### src/common/aqcd_map.vh
// Field positions, byte indices and reset values of the analog quad configuration bytes
`ifndef AQCD_MAP_VH
`define AQCD_MAP_VH

// ----------------------------------------
// Byte indices within a quad (analog config mux address low bits)
// ----------------------------------------
`define AQCD_IDX_VOLTAGE 2'h0
`define AQCD_IDX_CURRENT 2'h1
`define AQCD_IDX_GATE 2'h2
`define AQCD_IDX_TEMP 2'h3

// ----------------------------------------
// Pad byte fields (voltage, current and temperature bytes)
// ----------------------------------------
`define AQCD_RANGE_LSB 0
`define AQCD_RANGE_MSB 2
`define AQCD_MUX_LO 3
`define AQCD_MUX_HI 4
`define AQCD_CURMON_SW 4
`define AQCD_DIRECT_SW 5
`define AQCD_POLARITY 6
`define AQCD_OPAMP_ON 7

// ----------------------------------------
// Gate driver byte fields
// ----------------------------------------
`define AQCD_TMON_ON 0
`define AQCD_LOWCUR_LSB 2
`define AQCD_LOWCUR_MSB 3
`define AQCD_GATE_POL 6
`define AQCD_GATE_HIGH 7

// ----------------------------------------
// Mux source codes and one-hot source outputs
// ----------------------------------------
`define AQCD_MUX_PRESCALER 2'h0
`define AQCD_MUX_DIRECT 2'h1
`define AQCD_MUX_MONITOR 2'h2
`define AQCD_MUX_INVALID 2'h3
`define AQCD_SRC_NONE 3'h0
`define AQCD_SRC_PRESCALER 3'h1
`define AQCD_SRC_DIRECT 3'h2
`define AQCD_SRC_MONITOR 3'h4

// ----------------------------------------
// Reset values: highest voltage range, prescaler, switches off, positive, op-amp down
// ----------------------------------------
`define AQCD_RST_PAD 8'h00
`define AQCD_RST_GATE 8'h00

`endif

### src/logic/aqcd_cfg_byte.v
// One configuration byte held in flip-flops, written by the configuration mux
`timescale 1ns/1ps
module aqcd_cfg_byte #(
  parameter WIDTH = 8,
  parameter [WIDTH-1:0] RESET_VALUE = {WIDTH{1'b0}}
) (
  input wire clk,
  input wire rst_n,
  input wire wr_en,
  input wire [WIDTH-1:0] wr_data,
  output reg [WIDTH-1:0] value_q
);
  // Default holds until the configuration logic overwrites it
  always @(posedge clk or negedge rst_n) begin
    if (!rst_n) begin
      value_q <= RESET_VALUE;
    end else if (wr_en) begin
      value_q <= wr_data;
    end
  end
endmodule // aqcd_cfg_byte

### src/logic/aqcd_pad_decode.v
// Decode of one pad byte (voltage, current or temperature) into front-end controls
`timescale 1ns/1ps
`include "aqcd_map.vh"
module aqcd_pad_decode #(
  parameter HAS_MUX_HI = 1
) (
  input wire [7:0] cfg,
  output wire [2:0] range_sel,
  output reg [2:0] adc_src,
  output wire direct_sw,
  output wire negative,
  output wire opamp_on
);
  wire [1:0] mux_code;

  // Prescaler range: code 0 is x0.15625, doubling per step up to x20.0
  assign range_sel = cfg[`AQCD_RANGE_MSB:`AQCD_RANGE_LSB];
  // Voltage pad has no upper select bit; its bit 4 is the current monitor switch
  assign mux_code = {(HAS_MUX_HI != 0) ? cfg[`AQCD_MUX_HI] : 1'b0, cfg[`AQCD_MUX_LO]};
  assign direct_sw = cfg[`AQCD_DIRECT_SW];
  assign negative = cfg[`AQCD_POLARITY];
  assign opamp_on = cfg[`AQCD_OPAMP_ON];

  // One-hot source select; invalid code connects nothing to avoid contention
  always @* begin
    case (mux_code)
      `AQCD_MUX_PRESCALER: adc_src = `AQCD_SRC_PRESCALER;
      `AQCD_MUX_DIRECT: adc_src = `AQCD_SRC_DIRECT;
      `AQCD_MUX_MONITOR: adc_src = `AQCD_SRC_MONITOR;
      default: adc_src = `AQCD_SRC_NONE;
    endcase
  end
endmodule // aqcd_pad_decode

### src/logic/aqcd_quad.v
// Analog quad configuration: four bytes written over the configuration mux, decoded to controls
`timescale 1ns/1ps
`include "aqcd_map.vh"
module aqcd_quad (
  input wire REF_CLK,
  input wire RST_N,
  input wire CFG_WEN,
  input wire [1:0] CFG_ADDR,
  input wire [7:0] CFG_WDATA,
  output reg [7:0] CFG_RDATA,
  input wire GATE_DRIVER_ON_INPUT,
  output wire [2:0] VPAD_RANGE,
  output wire [2:0] VPAD_ADC_SRC,
  output wire VPAD_DIRECT_SW,
  output wire VPAD_NEGATIVE,
  output wire VPAD_OPAMP_ON,
  output wire CURMON_SW,
  output wire [2:0] CPAD_RANGE,
  output wire [2:0] CPAD_ADC_SRC,
  output wire CPAD_DIRECT_SW,
  output wire CPAD_NEGATIVE,
  output wire CPAD_OPAMP_ON,
  output wire [2:0] TPAD_RANGE,
  output wire [2:0] TPAD_ADC_SRC,
  output wire TPAD_DIRECT_SW,
  output wire TPAD_NEGATIVE,
  output wire TPAD_OPAMP_ON,
  output wire TEMP_MON_ON,
  output wire [1:0] GATE_LOW_CURRENT,
  output wire GATE_NEGATIVE,
  output wire GATE_LOW_DRIVE,
  output wire GATE_HIGH_DRIVE
);
  // ----------------------------------------
  // Configuration byte storage
  // ----------------------------------------
  wire [31:0] bytes_q;
  wire [3:0] byte_wen;
  reg [7:0] rdata_d;
  reg gate_low_drive;
  reg gate_high_drive;
  genvar gi;

  // One strobe per byte; a strobe held high only rewrites the same byte each edge
  assign byte_wen = CFG_WEN ? (4'h1 << CFG_ADDR) : 4'h0;

  generate
    for (gi = 0; gi < 4; gi = gi + 1) begin : g_byte
      aqcd_cfg_byte #(
        .WIDTH(8),
        .RESET_VALUE((gi == 2) ? `AQCD_RST_GATE : `AQCD_RST_PAD)
      ) u_byte (
        .clk(REF_CLK),
        .rst_n(RST_N),
        .wr_en(byte_wen[gi]),
        .wr_data(CFG_WDATA),
        .value_q(bytes_q[gi*8 +: 8])
      );
    end
  endgenerate

  wire [7:0] vbyte = bytes_q[7:0];
  wire [7:0] cbyte = bytes_q[15:8];
  wire [7:0] gbyte = bytes_q[23:16];
  wire [7:0] tbyte = bytes_q[31:24];

  // ----------------------------------------
  // Readback
  // ----------------------------------------
  always @* begin
    case (CFG_ADDR)
      `AQCD_IDX_VOLTAGE: rdata_d = vbyte;
      `AQCD_IDX_CURRENT: rdata_d = cbyte;
      `AQCD_IDX_GATE: rdata_d = gbyte;
      `AQCD_IDX_TEMP: rdata_d = tbyte;
      default: rdata_d = 8'h00;
    endcase
  end

  // Registered so the mux sees a stable byte the cycle after the address
  always @(posedge REF_CLK or negedge RST_N) begin
    if (!RST_N) begin
      CFG_RDATA <= 8'h00;
    end else begin
      CFG_RDATA <= rdata_d;
    end
  end

  // ----------------------------------------
  // Pad decoders
  // ----------------------------------------
  aqcd_pad_decode #(.HAS_MUX_HI(0)) u_vpad (
    .cfg(vbyte),
    .range_sel(VPAD_RANGE),
    .adc_src(VPAD_ADC_SRC),
    .direct_sw(VPAD_DIRECT_SW),
    .negative(VPAD_NEGATIVE),
    .opamp_on(VPAD_OPAMP_ON)
  );
  aqcd_pad_decode #(.HAS_MUX_HI(1)) u_cpad (
    .cfg(cbyte),
    .range_sel(CPAD_RANGE),
    .adc_src(CPAD_ADC_SRC),
    .direct_sw(CPAD_DIRECT_SW),
    .negative(CPAD_NEGATIVE),
    .opamp_on(CPAD_OPAMP_ON)
  );
  // Range and polarity are passed through as written; out-of-range use is software's burden
  aqcd_pad_decode #(.HAS_MUX_HI(1)) u_tpad (
    .cfg(tbyte),
    .range_sel(TPAD_RANGE),
    .adc_src(TPAD_ADC_SRC),
    .direct_sw(TPAD_DIRECT_SW),
    .negative(TPAD_NEGATIVE),
    .opamp_on(TPAD_OPAMP_ON)
  );

  assign CURMON_SW = vbyte[`AQCD_CURMON_SW];

  // ----------------------------------------
  // Gate driver decode
  // ----------------------------------------
  assign TEMP_MON_ON = gbyte[`AQCD_TMON_ON];
  assign GATE_LOW_CURRENT = gbyte[`AQCD_LOWCUR_MSB:`AQCD_LOWCUR_LSB];
  assign GATE_NEGATIVE = gbyte[`AQCD_GATE_POL];

  // Both drive modes drop together with the enable, so the pad never sees a mixed mode
  always @* begin
    case ({GATE_DRIVER_ON_INPUT, gbyte[`AQCD_GATE_HIGH]})
      2'h2: begin
        gate_low_drive = 1'b1;
        gate_high_drive = 1'b0;
      end
      2'h3: begin
        gate_low_drive = 1'b0;
        gate_high_drive = 1'b1;
      end
      default: begin
        gate_low_drive = 1'b0;
        gate_high_drive = 1'b0;
      end
    endcase
  end

  assign GATE_LOW_DRIVE = gate_low_drive;
  assign GATE_HIGH_DRIVE = gate_high_drive;
endmodule // aqcd_quad
### config.mk
export PLATFORM = sky130hd
export DESIGN_NAME = aqcd_quad
export DESIGN_NICKNAME = d
export VERILOG_FILES = /design/src/logic/aqcd_cfg_byte.v /design/src/logic/aqcd_pad_decode.v /design/src/logic/aqcd_quad.v
export VERILOG_INCLUDE_DIRS = /design/src /design/src/common
export SDC_FILE = /design/constraint.sdc
export NUM_CORES = 1
export LEC_CHECK = 0
export ABC_AREA = 1
export BUFFER_PORTS_ARGS = -buffer_cell sky130_fd_sc_hd__buf_2
export CAP_MARGIN = 20
export CELL_PAD_IN_SITES_DETAIL_PLACEMENT = 0
export CELL_PAD_IN_SITES_GLOBAL_PLACEMENT = 2
export CORE_ASPECT_RATIO = 0.8
export CORE_MARGIN = 8
export CORE_UTILIZATION = 32
export CTS_CLUSTER_DIAMETER = 80
export DETAILED_ROUTE_END_ITERATION = 8
export PLACE_DENSITY = 0.91
export SYNTH_ARGS = -nofsm -noshare
export SYNTH_HDL_FRONTEND = slang
export SYNTH_SLANG_ARGS = --single-unit
export TNS_END_PERCENT = 10
### constraint.sdc
create_clock -name REF_CLK -period 1.8 [get_ports REF_CLK]
set_input_delay 0 -clock REF_CLK [delete_from_list [all_inputs] [get_ports REF_CLK]]
set_output_delay 0 -clock REF_CLK [all_outputs]
set_load 0.01 [all_outputs]
==> impl_metrics.env, run 1 <==
export IMPL_postSynth_asyncResetShare=1.00
export IMPL_drcViolationCount=0
export IMPL_synth_avg_cell_area_um2=9.61
export IMPL_ant_nets=0
export IMPL_crit_arrival_ns=0.96
export IMPL_start_util=0.336
export IMPL_yosys_cell_types_count=16
export IMPL_viasPerCell=4.50
export IMPL_seq_area_frac_synth=0.542
export IMPL_setup_viol=0
export IMPL_io_pins=56
export IMPL_drt_first_pass_iters=5
export IMPL_ys_warn_count=0
export IMPL_cts_tree="yes"
export IMPL_area_growth_pct=18.6
export IMPL_p_leak_uw=0.00113
export IMPL_drive_above_1_share=0.335
export IMPL_cts_reportedPaths_clkPinSlew_ns=0.07
export IMPL_htreeDepth=2
export IMPL_start_kind="flip-flop"
export IMPL_critical_path_class="flip-flop to output port"
export IMPL_routabilityCongestion=0.724
export IMPL_period_share=0.536
export IMPL_hold_viol=0
export IMPL_synth_area_leaders="dfrtp_1 (54%), nand2_1 (8.3%), nand3_1 (6.5%)"
export IMPL_max_cap_violations=0
export IMPL_grt_pass1_wl_um=7520
export IMPL_place_port_buffers=54
export IMPL_antenna_found_initial=0
export IMPL_die_h_um=83.9
export IMPL_syn_num_nets=206
export IMPL_synth_cells=192
export IMPL_path_max_fanout=5
export IMPL_outcome="complete, no violations"
export IMPL_hp_class="primary input to flip-flop"
export IMPL_synth_top_area_frac=0.542
export IMPL_synth_seq_cells=40
export IMPL_clock_latency_ns=0.28
export IMPL_fmax_mhz=1040
export IMPL_grt_usage=0.113
export IMPL_fin_ws_ns=0.835
export IMPL_cts_setup_buffers=0
export IMPL_core_um2=5500
export IMPL_antenna_cells=0
export IMPL_synth_area_um2=1850
export IMPL_fp_row_count=24
export IMPL_wirelength_um=4480
export IMPL_vias=1428
export IMPL_critPathCaptureType="output port"
export IMPL_layout_nets=253
export IMPL_place_ws_ns=0.682
export IMPL_clk_path_buf_depth=2
export IMPL_cts_sinks=40
export IMPL_totalPowerFinal_uw=2290
export IMPL_grt_pass1_vias=1490
export IMPL_required_ns=1.80
export IMPL_die_x_um=101
export IMPL_tns_ns=0
export IMPL_synth_edff_count=0
export IMPL_drt_iter0_markers=49
export IMPL_tightest_slew_ns=0.610
export IMPL_cts_root_buf="clkbuf_8"
export IMPL_finClkSkew_ns=0.00144
export IMPL_synth_main_ff_cell="dfrtp_1"
export IMPL_die_area_um2=8470
export IMPL_cts_buffers=5
export IMPL_finalCriticalPeriod_ns=0.965
export IMPL_slew_limit_headroom=0.593
export IMPL_rsz0062_at_grt="false"
export IMPL_p_per_area_nw_per_um2=1050
export IMPL_grt_max_degree=28
export IMPL_maxSlewViolCount=0
export IMPL_yosysMostFrequentCell="nand2_1"
export IMPL_synth_top_area_cell="dfrtp_1"
export IMPL_synth_commonest_cells="nand2_1 (41), dfrtp_1 (40), nand3_1 (24)"
export IMPL_peakVddDrop_mv=0.390
export IMPL_hpwl_um=3310
export IMPL_final_util=0.398
export IMPL_avgRoutedWirePerCell_um=14.1
export IMPL_overflow=0
==> layout by cell type, fill, tap and decap left out, drive strengths merged <==
| cell type | instances |
|---|---|
| nand3 | 27 |
| nand4 | 8 |
| dfrtp | 40 |
| clkbuf | 7 |
| nor2 | 8 |
| nand2 | 42 |
| dlygate4sd3 | 1 |
| inv | 17 |
| buf | 56 |
| o21ai | 32 |
| conb | 1 |
==> worst max-delay path, stage by stage, from the launching register on <==
cell and delay (ns):
dfrtp_1 0.42, inv_1 0.05, nor2_1 0.07, buf_2 0.13
==> through the flow <==
step,hold slack (ns),instance area (um^2),std cells
6_report,0.0219,2190,317
5_1_grt,0.0348,2190,317
2_1_floorplan,-0.296,1850,192
3_5_place_dp,0.0492,2080,309
3_3_place_gp,0.0455,2080,309
4_1_cts,0.0169,2190,317
==> routing by layer <==
metal | vias to the layer above | share of wire | wire length, um | global-route usage
met3 | 2 | 0.092 | 410 | 0.0475
met1 | 656 | 0.47 | 2130 | 0.143
met5 | - | 0 | 0 | 0
met4 | 0 | 0.0022 | 10 | 0.0283
met2 | 47 | 0.43 | 1930 | 0.171
li1 | 723 | - | - | -
==> worst paths after layout <==
path	slack, ns	from	depth (start not counted)	end
hold / removal	0.02	CFG_WDATA[1]	3	g_byte[3].u_byte.value_q[1]
hold reg to reg	0.50	g_byte[2].u_byte.value_q[1]	2	g_byte[2].u_byte.value_q[1]
max in group asynchronous	0.99	RST_N	3	g_byte[1].u_byte.value_q[2]
setup reg to reg	1.03	g_byte[1].u_byte.value_q[3]	2	CFG_RDATA[3]
setup / recovery	0.84	g_byte[1].u_byte.value_q[3]	3	CPAD_ADC_SRC[1]
min in group asynchronous	0.26	RST_N	2	g_byte[0].u_byte.value_q[4]
==> layout make-up <==
cell class | count | area (um^2)
clock buffer | 7 | 96.3
fill | 572 | 3310
inverter | 17 | 63.8
multi-input combinational | 118 | 636
sequential | 40 | 1000
tap | 78 | 97.6
timing repair buffer | 57 | 295
==> state kept, by name, summed over array words and instances, names as in the netlist <==
| name | count |
|---|---|
| CFG_RDATA | 8 |
| g_byte.u_byte.value_q | 32 |
==> report_power, final <==
part           internal (uW)  switching [uW]  leakage (uW)
combinational            211             305      0.000584
clock                    341             284     0.0000503
sequential              1040             109      0.000501
==> repair_timing <==
item / CTS / global route
hold buffers: 1 / 0
hold endpoints to repair: 25 / 0
resized for setup: 0 / 0
==> cell families (layout without fill, tap and decap cells) <==
kind of cell | count (synthesis) | count (layout) | share of synthesized area
AO/OA/AOI/OAI | 32 | 32 | 0.107
AND/OR/NAND/NOR | 85 | 85 | 0.235
flip-flops | 40 | 40 | 0.542
other | 1 | 1 | 0.00203
buffers and inverters | 34 | 81 | 0.113
(Power assumes the default switching activity.)
==> run 2: changes to the inputs <==
- ABC_AREA: 1 -> 0
- CORE_UTILIZATION: 32 -> 34
- PLACE_DENSITY: 0.91 -> 0.87
- clock period: 1.8 -> 0.9 ns (I/O delays scaled with it)
==> run 2 against run 1 <==
Against the previous run: the run now ends with setup timing left; register-to-register slack got worse by 1.1 ns; total power increased to 2.5 times the previous value; utilization increased by 16 points; synthesized area decreased by 6.0%; worst setup slack got worse by 1.0 ns; clock skew increased by 0.0099 ns; non-clock buffer count increased by 45; synthesized cell count decreased by 45%; routed wire length increased by 2.2%; sequential power increased by 110%; critical path type unchanged; critical endpoint is now TPAD_ADC_SRC[1]; largest power group unchanged; highest routed layer unchanged.
==> impl_metrics.env, run 2 <==
export IMPL_wirelength_um=4580
export IMPL_cts_reportedPaths_clkPinSlew_ns=0.08
export IMPL_maxSlewViolCount=0
export IMPL_synth_avg_cell_area_um2=16.5
export IMPL_die_area_um2=7660
export IMPL_synth_seq_cells=40
export IMPL_drive_above_1_share=0.716
export IMPL_drt_first_pass_iters=4
export IMPL_wl_met2_um=2280
export IMPL_highest_layer="met4"
export IMPL_final_common_cell="buf_6"
export IMPL_nFillCells=404
export IMPL_placed_area_um2=2300
export IMPL_grt_pass1_wl_um=7190
export IMPL_required_ns=0.90
export IMPL_r2r_slack_ns=-0.11
export IMPL_avgRoutedWirePerCell_um=17.2
export IMPL_drt_iter0_markers=26
export IMPL_finalCriticalPeriod_ns=1.06
export IMPL_cts_sinks=40
export IMPL_seq_area_frac_synth=0.577
export IMPL_regMostFlops="g_byte.u_byte.value_q"
export IMPL_overflow=0
export IMPL_ys_warn_count=0
export IMPL_synth_cells=105
export IMPL_critical_path_class="flip-flop to output port"
export IMPL_hold_ws_ns=0.201
export IMPL_synth_top_family_by_area="multiplexers"
export IMPL_vias=1243
export IMPL_crit_arrival_ns=1.06
export IMPL_rr_startpoint="g_byte[1].u_byte.value_q[0]"
export IMPL_peakVddDrop_mv=1.40
export IMPL_place_port_buffers=54
export IMPL_cts_buffers=5
export IMPL_yosysMostFrequentCell="dfrtp_1"
export IMPL_wirelength_met1_um=1910
export IMPL_design_area_um2=2790
export IMPL_period_share=1.18
export IMPL_path_max_fanout=4
export IMPL_grt_max_degree=41
export IMPL_die_h_um=79.9
export IMPL_reg2reg_to="CFG_RDATA[0]"
export IMPL_p_leak_uw=0.00135
export IMPL_finClkSkew_ns=0.0114
export IMPL_fp_row_count=23
export IMPL_p_sw_frac=0.278
export IMPL_met3_length_um=295
export IMPL_cts_root_buf="clkbuf_8"
export IMPL_core_um2=4980
export IMPL_synth_mux_area_fraction=0.314
export IMPL_reg2reg_depth=1
export IMPL_die_x_um=95.9
export IMPL_grt_pass1_vias=1430
export IMPL_synth_edff_count=0
export IMPL_p_per_area_nw_per_um2=2090
export IMPL_synth_top_area_cell="dfrtp_1"
export IMPL_rsz0062_at_grt="true"
export IMPL_synth_commonest_cells="dfrtp_1 (40), mux2_2 (32), buf_4 (10)"
export IMPL_synth_area_um2=1740
export IMPL_yosys_cell_types_count=14
export IMPL_clk_path_buf_depth=2
export IMPL_antenna_cells=0
export IMPL_hpwl_um=3270
export IMPL_synthAdderAreaFrac=0
export IMPL_hp_class="primary input to async pin"
export IMPL_failed_checks="setup timing"
export IMPL_layout_nets=217
export IMPL_ant_nets=0
export IMPL_setup_viol=40
export IMPL_max_cap_violations=0
export IMPL_drcViolationCount=0
export IMPL_synth_xor_area_frac=0
export IMPL_routabilityCongestion=0.699
export IMPL_io_pins=56
export IMPL_final_cell_mix="buf_6 (54), dfrtp_1 (40), buf_2 (29)"
export IMPL_fin_ws_ns=-0.163
export IMPL_postSynth_asyncResetShare=1.00
export IMPL_place_ws_ns=-0.158
export IMPL_p_seq_frac=0.407
export IMPL_viasPerCell=4.67
export IMPL_outcome="finished with violations"
export IMPL_hold_viol=0
export IMPL_largest_reg_flops=32
export IMPL_p_int_uw=4220
export IMPL_htreeDepth=2
export IMPL_start_kind="flip-flop"
export IMPL_grt_usage=0.123
export IMPL_fmax_mhz=941
export IMPL_synth_area_leaders="dfrtp_1 (58%), mux2_2 (21%), mux4_2 (9.1%)"
export IMPL_area_growth_pct=61.0
export IMPL_p_sw_uw=1620
export IMPL_antenna_found_initial=0
export IMPL_yosys_area_share_simple=0.0555
export IMPL_start_util=0.349
export IMPL_top_regs="g_byte.u_byte.value_q x32, CFG_RDATA x8"
export IMPL_synth_main_ff_cell="dfrtp_1"
export IMPL_syn_num_nets=119
export IMPL_critPathCaptureType="output port"
export IMPL_synth_compound_area_frac=0
export IMPL_clock_latency_ns=0.29
export IMPL_synth_top_area_frac=0.577
export IMPL_cts_tree="yes"
export IMPL_clkPwrFrac=0.212
export IMPL_power_frac_comb=0.381
[run 2: stage by stage]
step                      TNS [ns]  cells   util  power [uW]
after detailed placement     -4.17    249  0.462        4050
final                        -2.43    266  0.561        5850
after global routing         -3.95    266  0.561        6160
after global placement       -3.76    249  0.462        3990
after floorplan             -0.682    105      -        3140
after CTS                    -2.53    266  0.545        5740
[run 2: worst max-delay path by stage]
stage,end,start,slack (ns),cells past startpoint
2_1_floorplan,CFG_RDATA[5],g_byte[3].u_byte.value_q[5],-0.09,1
4_1_cts,GATE_HIGH_DRIVE,g_byte[2].u_byte.value_q[7],-0.18,3
3_5_place_dp,g_byte[2].u_byte.value_q[0],CFG_ADDR[0],-0.16,3
6_report,TPAD_ADC_SRC[1],g_byte[3].u_byte.value_q[3],-0.16,3
3_3_place_gp,g_byte[2].u_byte.value_q[0],CFG_ADDR[0],-0.14,3
5_1_grt,GATE_LOW_DRIVE,g_byte[2].u_byte.value_q[7],-0.24,3
[run 2: worst max-delay path: stages, from the launching register on]
cell and delay, ns:
dfrtp_1 0.40, buf_6 0.13, nor2b_1 0.11, buf_2 0.13
[run 2: layer usage]
metal / up-vias / track usage
li1: 574 / -
met1: 622 / 0.143
met2: 36 / 0.206
met3: 11 / 0.0432
met4: 0 / 0.0413
met5: - / 0
[run 2: cell type report]
cell class                      count  area (um^2)  share of cell area
Clock buffer                        8         90.1              0.0322
Inverter                            1         3.75             0.00134
Multi-Input combinational cell     53          691               0.247
Timing Repair Buffer              102          931               0.333
Tap cell                           62         77.6              0.0278
Sequential cell                    40         1000               0.358
[run 2: power groups by stage]
stage                     clock network (uW)  logic (uW)  registers, uW
after CTS                               1240        2140           2370
after detailed placement                   0        1690           2360
final                                   1240        2230           2380
after global placement                     0        1650           2340
after global routing                    1370        2380           2420
after floorplan                            0         659           2490
[run 2: logic make-up (layout without fill, tap and decap cells)]
kind of cell	count (synthesis)	count (layout)
other	1	1
and+or+nand+nor	12	12
muxes	40	40
DFF	40	40
buffers and inverters	12	111
[run 2: repair_timing]
action / in CTS / in global routing
hold endpoints to repair: 67 / 0
hold buffers: 9 / 0
setup endpoints to repair: 45 / 61
resized for setup: 48 / 21
buffers inserted: 0 / 0
==> run 3: changes to the inputs <==
- CORE_UTILIZATION: 34 -> 35
- PLACE_DENSITY: 0.87 -> 0.86
- SYNTH_HIERARCHICAL: default -> 1
==> run 3 against run 2 <==
Against the previous run: hold slack got worse by 0.064 ns; clock skew fell by 0.0032 ns; sequential cell count unchanged; cell count up 11%; worst setup slack worse by 0.069 ns; utilization decreased by 0.20 points; the flow still finishes with violations (setup timing); routed wire length rose by 6.3%; sequential share of layout area decreased by 2.9 points; highest routed layer unchanged; sequential power about the same; die area grew 8.5%; largest power group is now combinational logic; register-to-register slack worse by 0.12 ns.
==> impl_metrics.env, run 3 <==
export IMPL_outcome="finished with violations"
export IMPL_failed_checks="setup timing"
export IMPL_layout_nets=229
export IMPL_die_x_um=99.9
export IMPL_synth_area_leaders="dfrtp_1 (51%), mux2_4 (24%), buf_4 (7.6%)"
export IMPL_grt_pass1_wl_um=7980
export IMPL_htreeDepth=2
export IMPL_critical_path_class="flip-flop to flip-flop"
export IMPL_viasPerCell=4.38
export IMPL_top_regs="g_byte.u_byte/value_q x32, CFG_RDATA x8"
export IMPL_grt_pass1_vias=1489
export IMPL_cts_reportedPaths_clkPinSlew_ns=0.08
export IMPL_clock_latency_ns=0.30
export IMPL_synth_cells=120
export IMPL_synth_commonest_cells="dfrtp_1 (40), mux2_4 (32), buf_4 (20)"
export IMPL_r2r_slack_ns=-0.23
export IMPL_wl_met2_um=2420
export IMPL_maxSlewViolCount=0
export IMPL_synth_compound_area_frac=0
export IMPL_clk_path_buf_depth=2
export IMPL_die_area_um2=8310
export IMPL_slowest_delay_ns=0.47
export IMPL_multi_input_area_um2=759
export IMPL_placed_area_um2=2520
export IMPL_design_area_um2=3040
export IMPL_nFillCells=445
export IMPL_start_kind="flip-flop"
export IMPL_routabilityCongestion=0.761
export IMPL_syn_num_nets=134
export IMPL_p_int_uw=4630
export IMPL_synth_xor_area_frac=0
export IMPL_p_leak_uw=0.00147
export IMPL_p_seq_frac=0.374
export IMPL_path_max_fanout=2
export IMPL_yosysMostFrequentCell="dfrtp_1"
export IMPL_antenna_found_initial=0
export IMPL_seq_area_frac_synth=0.507
export IMPL_area_growth_pct=54.0
export IMPL_yosys_area_share_simple=0.0431
export IMPL_power_frac_comb=0.393
export IMPL_yosys_cell_types_count=16
export IMPL_peakVddDrop_mv=0.834
export IMPL_cts_sinks=40
export IMPL_hpwl_um=3710
export IMPL_rsz0062_at_grt="true"
export IMPL_synth_seq_cells=40
export IMPL_synth_top_family_by_area="multiplexers"
export IMPL_wirelength_met1_um=1980
export IMPL_hold_viol=0
export IMPL_clkPwrFrac=0.232
export IMPL_wirelength_um=4870
export IMPL_overflow=0
export IMPL_fp_row_count=24
export IMPL_hold_start="CFG_ADDR[0]"
export IMPL_highest_layer="met4"
export IMPL_hp_class="primary input to flip-flop"
export IMPL_reg2reg_depth=2
export IMPL_p_per_area_nw_per_um2=2090
export IMPL_die_h_um=83.2
export IMPL_setup_viol=47
export IMPL_required_ns=1.06
export IMPL_critPathCaptureType="flip-flop"
export IMPL_totalPowerFinal_uw=6340
export IMPL_vias=1288
export IMPL_cts_buffers=5
export IMPL_largest_reg_flops=32
export IMPL_avgRoutedWirePerCell_um=16.6
export IMPL_finalCriticalPeriod_ns=1.13
export IMPL_ys_warn_count=6
export IMPL_start_util=0.363
export IMPL_io_pins=56
export IMPL_synth_avg_cell_area_um2=16.4
export IMPL_grt_max_degree=27
export IMPL_drive_above_1_share=0.750
export IMPL_p_sw_uw=1710
export IMPL_seq_area_um2=1000
export IMPL_rr_startpoint="g_byte[3].u_byte/value_q[4]"
export IMPL_fmax_mhz=883
export IMPL_final_common_cell="buf_6"
export IMPL_antenna_cells=0
export IMPL_synth_top_area_cell="dfrtp_1"
export IMPL_synth_edff_count=0
export IMPL_synth_main_ff_cell="dfrtp_1"
export IMPL_critical_path_startpoint="g_byte[3].u_byte/value_q[4]"
export IMPL_ant_nets=0
export IMPL_grt_usage=0.124
export IMPL_place_port_buffers=54
export IMPL_synth_mux_area_fraction=0.339
export IMPL_postSynth_asyncResetShare=1.00
export IMPL_met3_length_um=372
export IMPL_max_cap_violations=0
export IMPL_core_um2=5440
export IMPL_cts_root_buf="clkbuf_8"
export IMPL_fin_ws_ns=-0.233
export IMPL_synth_top_area_frac=0.507
export IMPL_period_share=1.26
export IMPL_cts_tree="yes"
export IMPL_drt_first_pass_iters=4
export IMPL_final_cell_mix="buf_6 (58), dfrtp_1 (40), mux2_4 (32)"
export IMPL_crit_arrival_ns=1.29
export IMPL_drcViolationCount=0
export IMPL_hold_path_depth=2
export IMPL_synthAdderAreaFrac=0
export IMPL_slowest_stage="mux4_2"
export IMPL_synth_area_um2=1970
export IMPL_cp_cell_sequence="buf_4, mux4_2"
export IMPL_p_sw_frac=0.270
export IMPL_regMostFlops="g_byte.u_byte/value_q"
export IMPL_drt_iter0_markers=33
export IMPL_finClkSkew_ns=0.00812
## run 3: cell types whose count changed after synthesis, moves of 4 or more
| cell | before | now |
|---|---|---|
| buf_4 | 10 | 20 |
| buf_6 | 1 | 5 |
| mux2_2 | 32 | 0 |
| mux2_4 | 0 | 32 |
## run 3: layout make-up
type / count / share of cell area
clock buffers: 5 / 0.0226
clock inverters: 3 / 0.0140
inverters: 1 / 0.00124
multi-input cells: 53 / 0.250
flip-flops and latches: 40 / 0.329
well taps: 78 / 0.0321
repair buffers: 114 / 0.351
## run 3: power groups by stage
stage          registers, uW  clock network [uW]  logic, uW
3_5_place_dp            2360                   0       1940
4_1_cts                 2370                1510       2490
3_3_place_gp            2330                   0       1900
5_1_grt                 2420                1580       2660
2_1_floorplan           2440                   0       1020
6_report                2370                1470       2490
## run 3: timing repair
action | 4_1_cts | 5_1_grt
setup buffers | 3 | 1
endpoints found under the setup margin | 48 | 67
gates resized for setup | 57 | 5
endpoints found under the hold margin | 72 | 0
hold buffers | 9 | 0
## run 3: kinds of logic (layout without fill, tap and decap cells)
kind of cell	after synthesis	count (layout)
other	1	1
flip-flops	40	40
multiplexers	40	40
buffers and inverters	27	123
AND/OR/NAND/NOR	12	12
## run 3: final timing paths
kind / to
worst max-delay path: CFG_RDATA[4]
min in group asynchronous: CFG_RDATA[3]
worst max register to register: CFG_RDATA[4]
max in group asynchronous: CFG_RDATA[5]
worst min register to register: g_byte[2].u_byte/value_q[5]
worst min-delay path: CFG_RDATA[1]
## run 3: worst max-delay path, delay by kind of cell (launching register included)
family | cells | cell delay (ns)
multiplexers | 1 | 0.47
flip-flops | 1 | 0.39
buffers and inverters | 1 | 0.14
## run 3: layer usage
metal / vias up / global-route usage
li1: 596 / -
met1: 642 / 0.138
met2: 42 / 0.207
met3: 8 / 0.0525
met4: 0 / 0.0453
met5: - / 0
## run 3: metrics by stage
step                      instances  setup TNS (ns)  setup WS (ns)  hold WS [ns]   util
after floorplan                 120           -1.82        -0.0853        -0.296      -
after global placement          273           -2.92         -0.105       -0.0797  0.464
after detailed placement        273           -3.49         -0.138       -0.0658  0.464
after CTS                       293           -3.46         -0.225         0.140  0.555
after global routing            294           -4.83         -0.265         0.154  0.559
final                           294           -3.20         -0.233         0.137  0.559
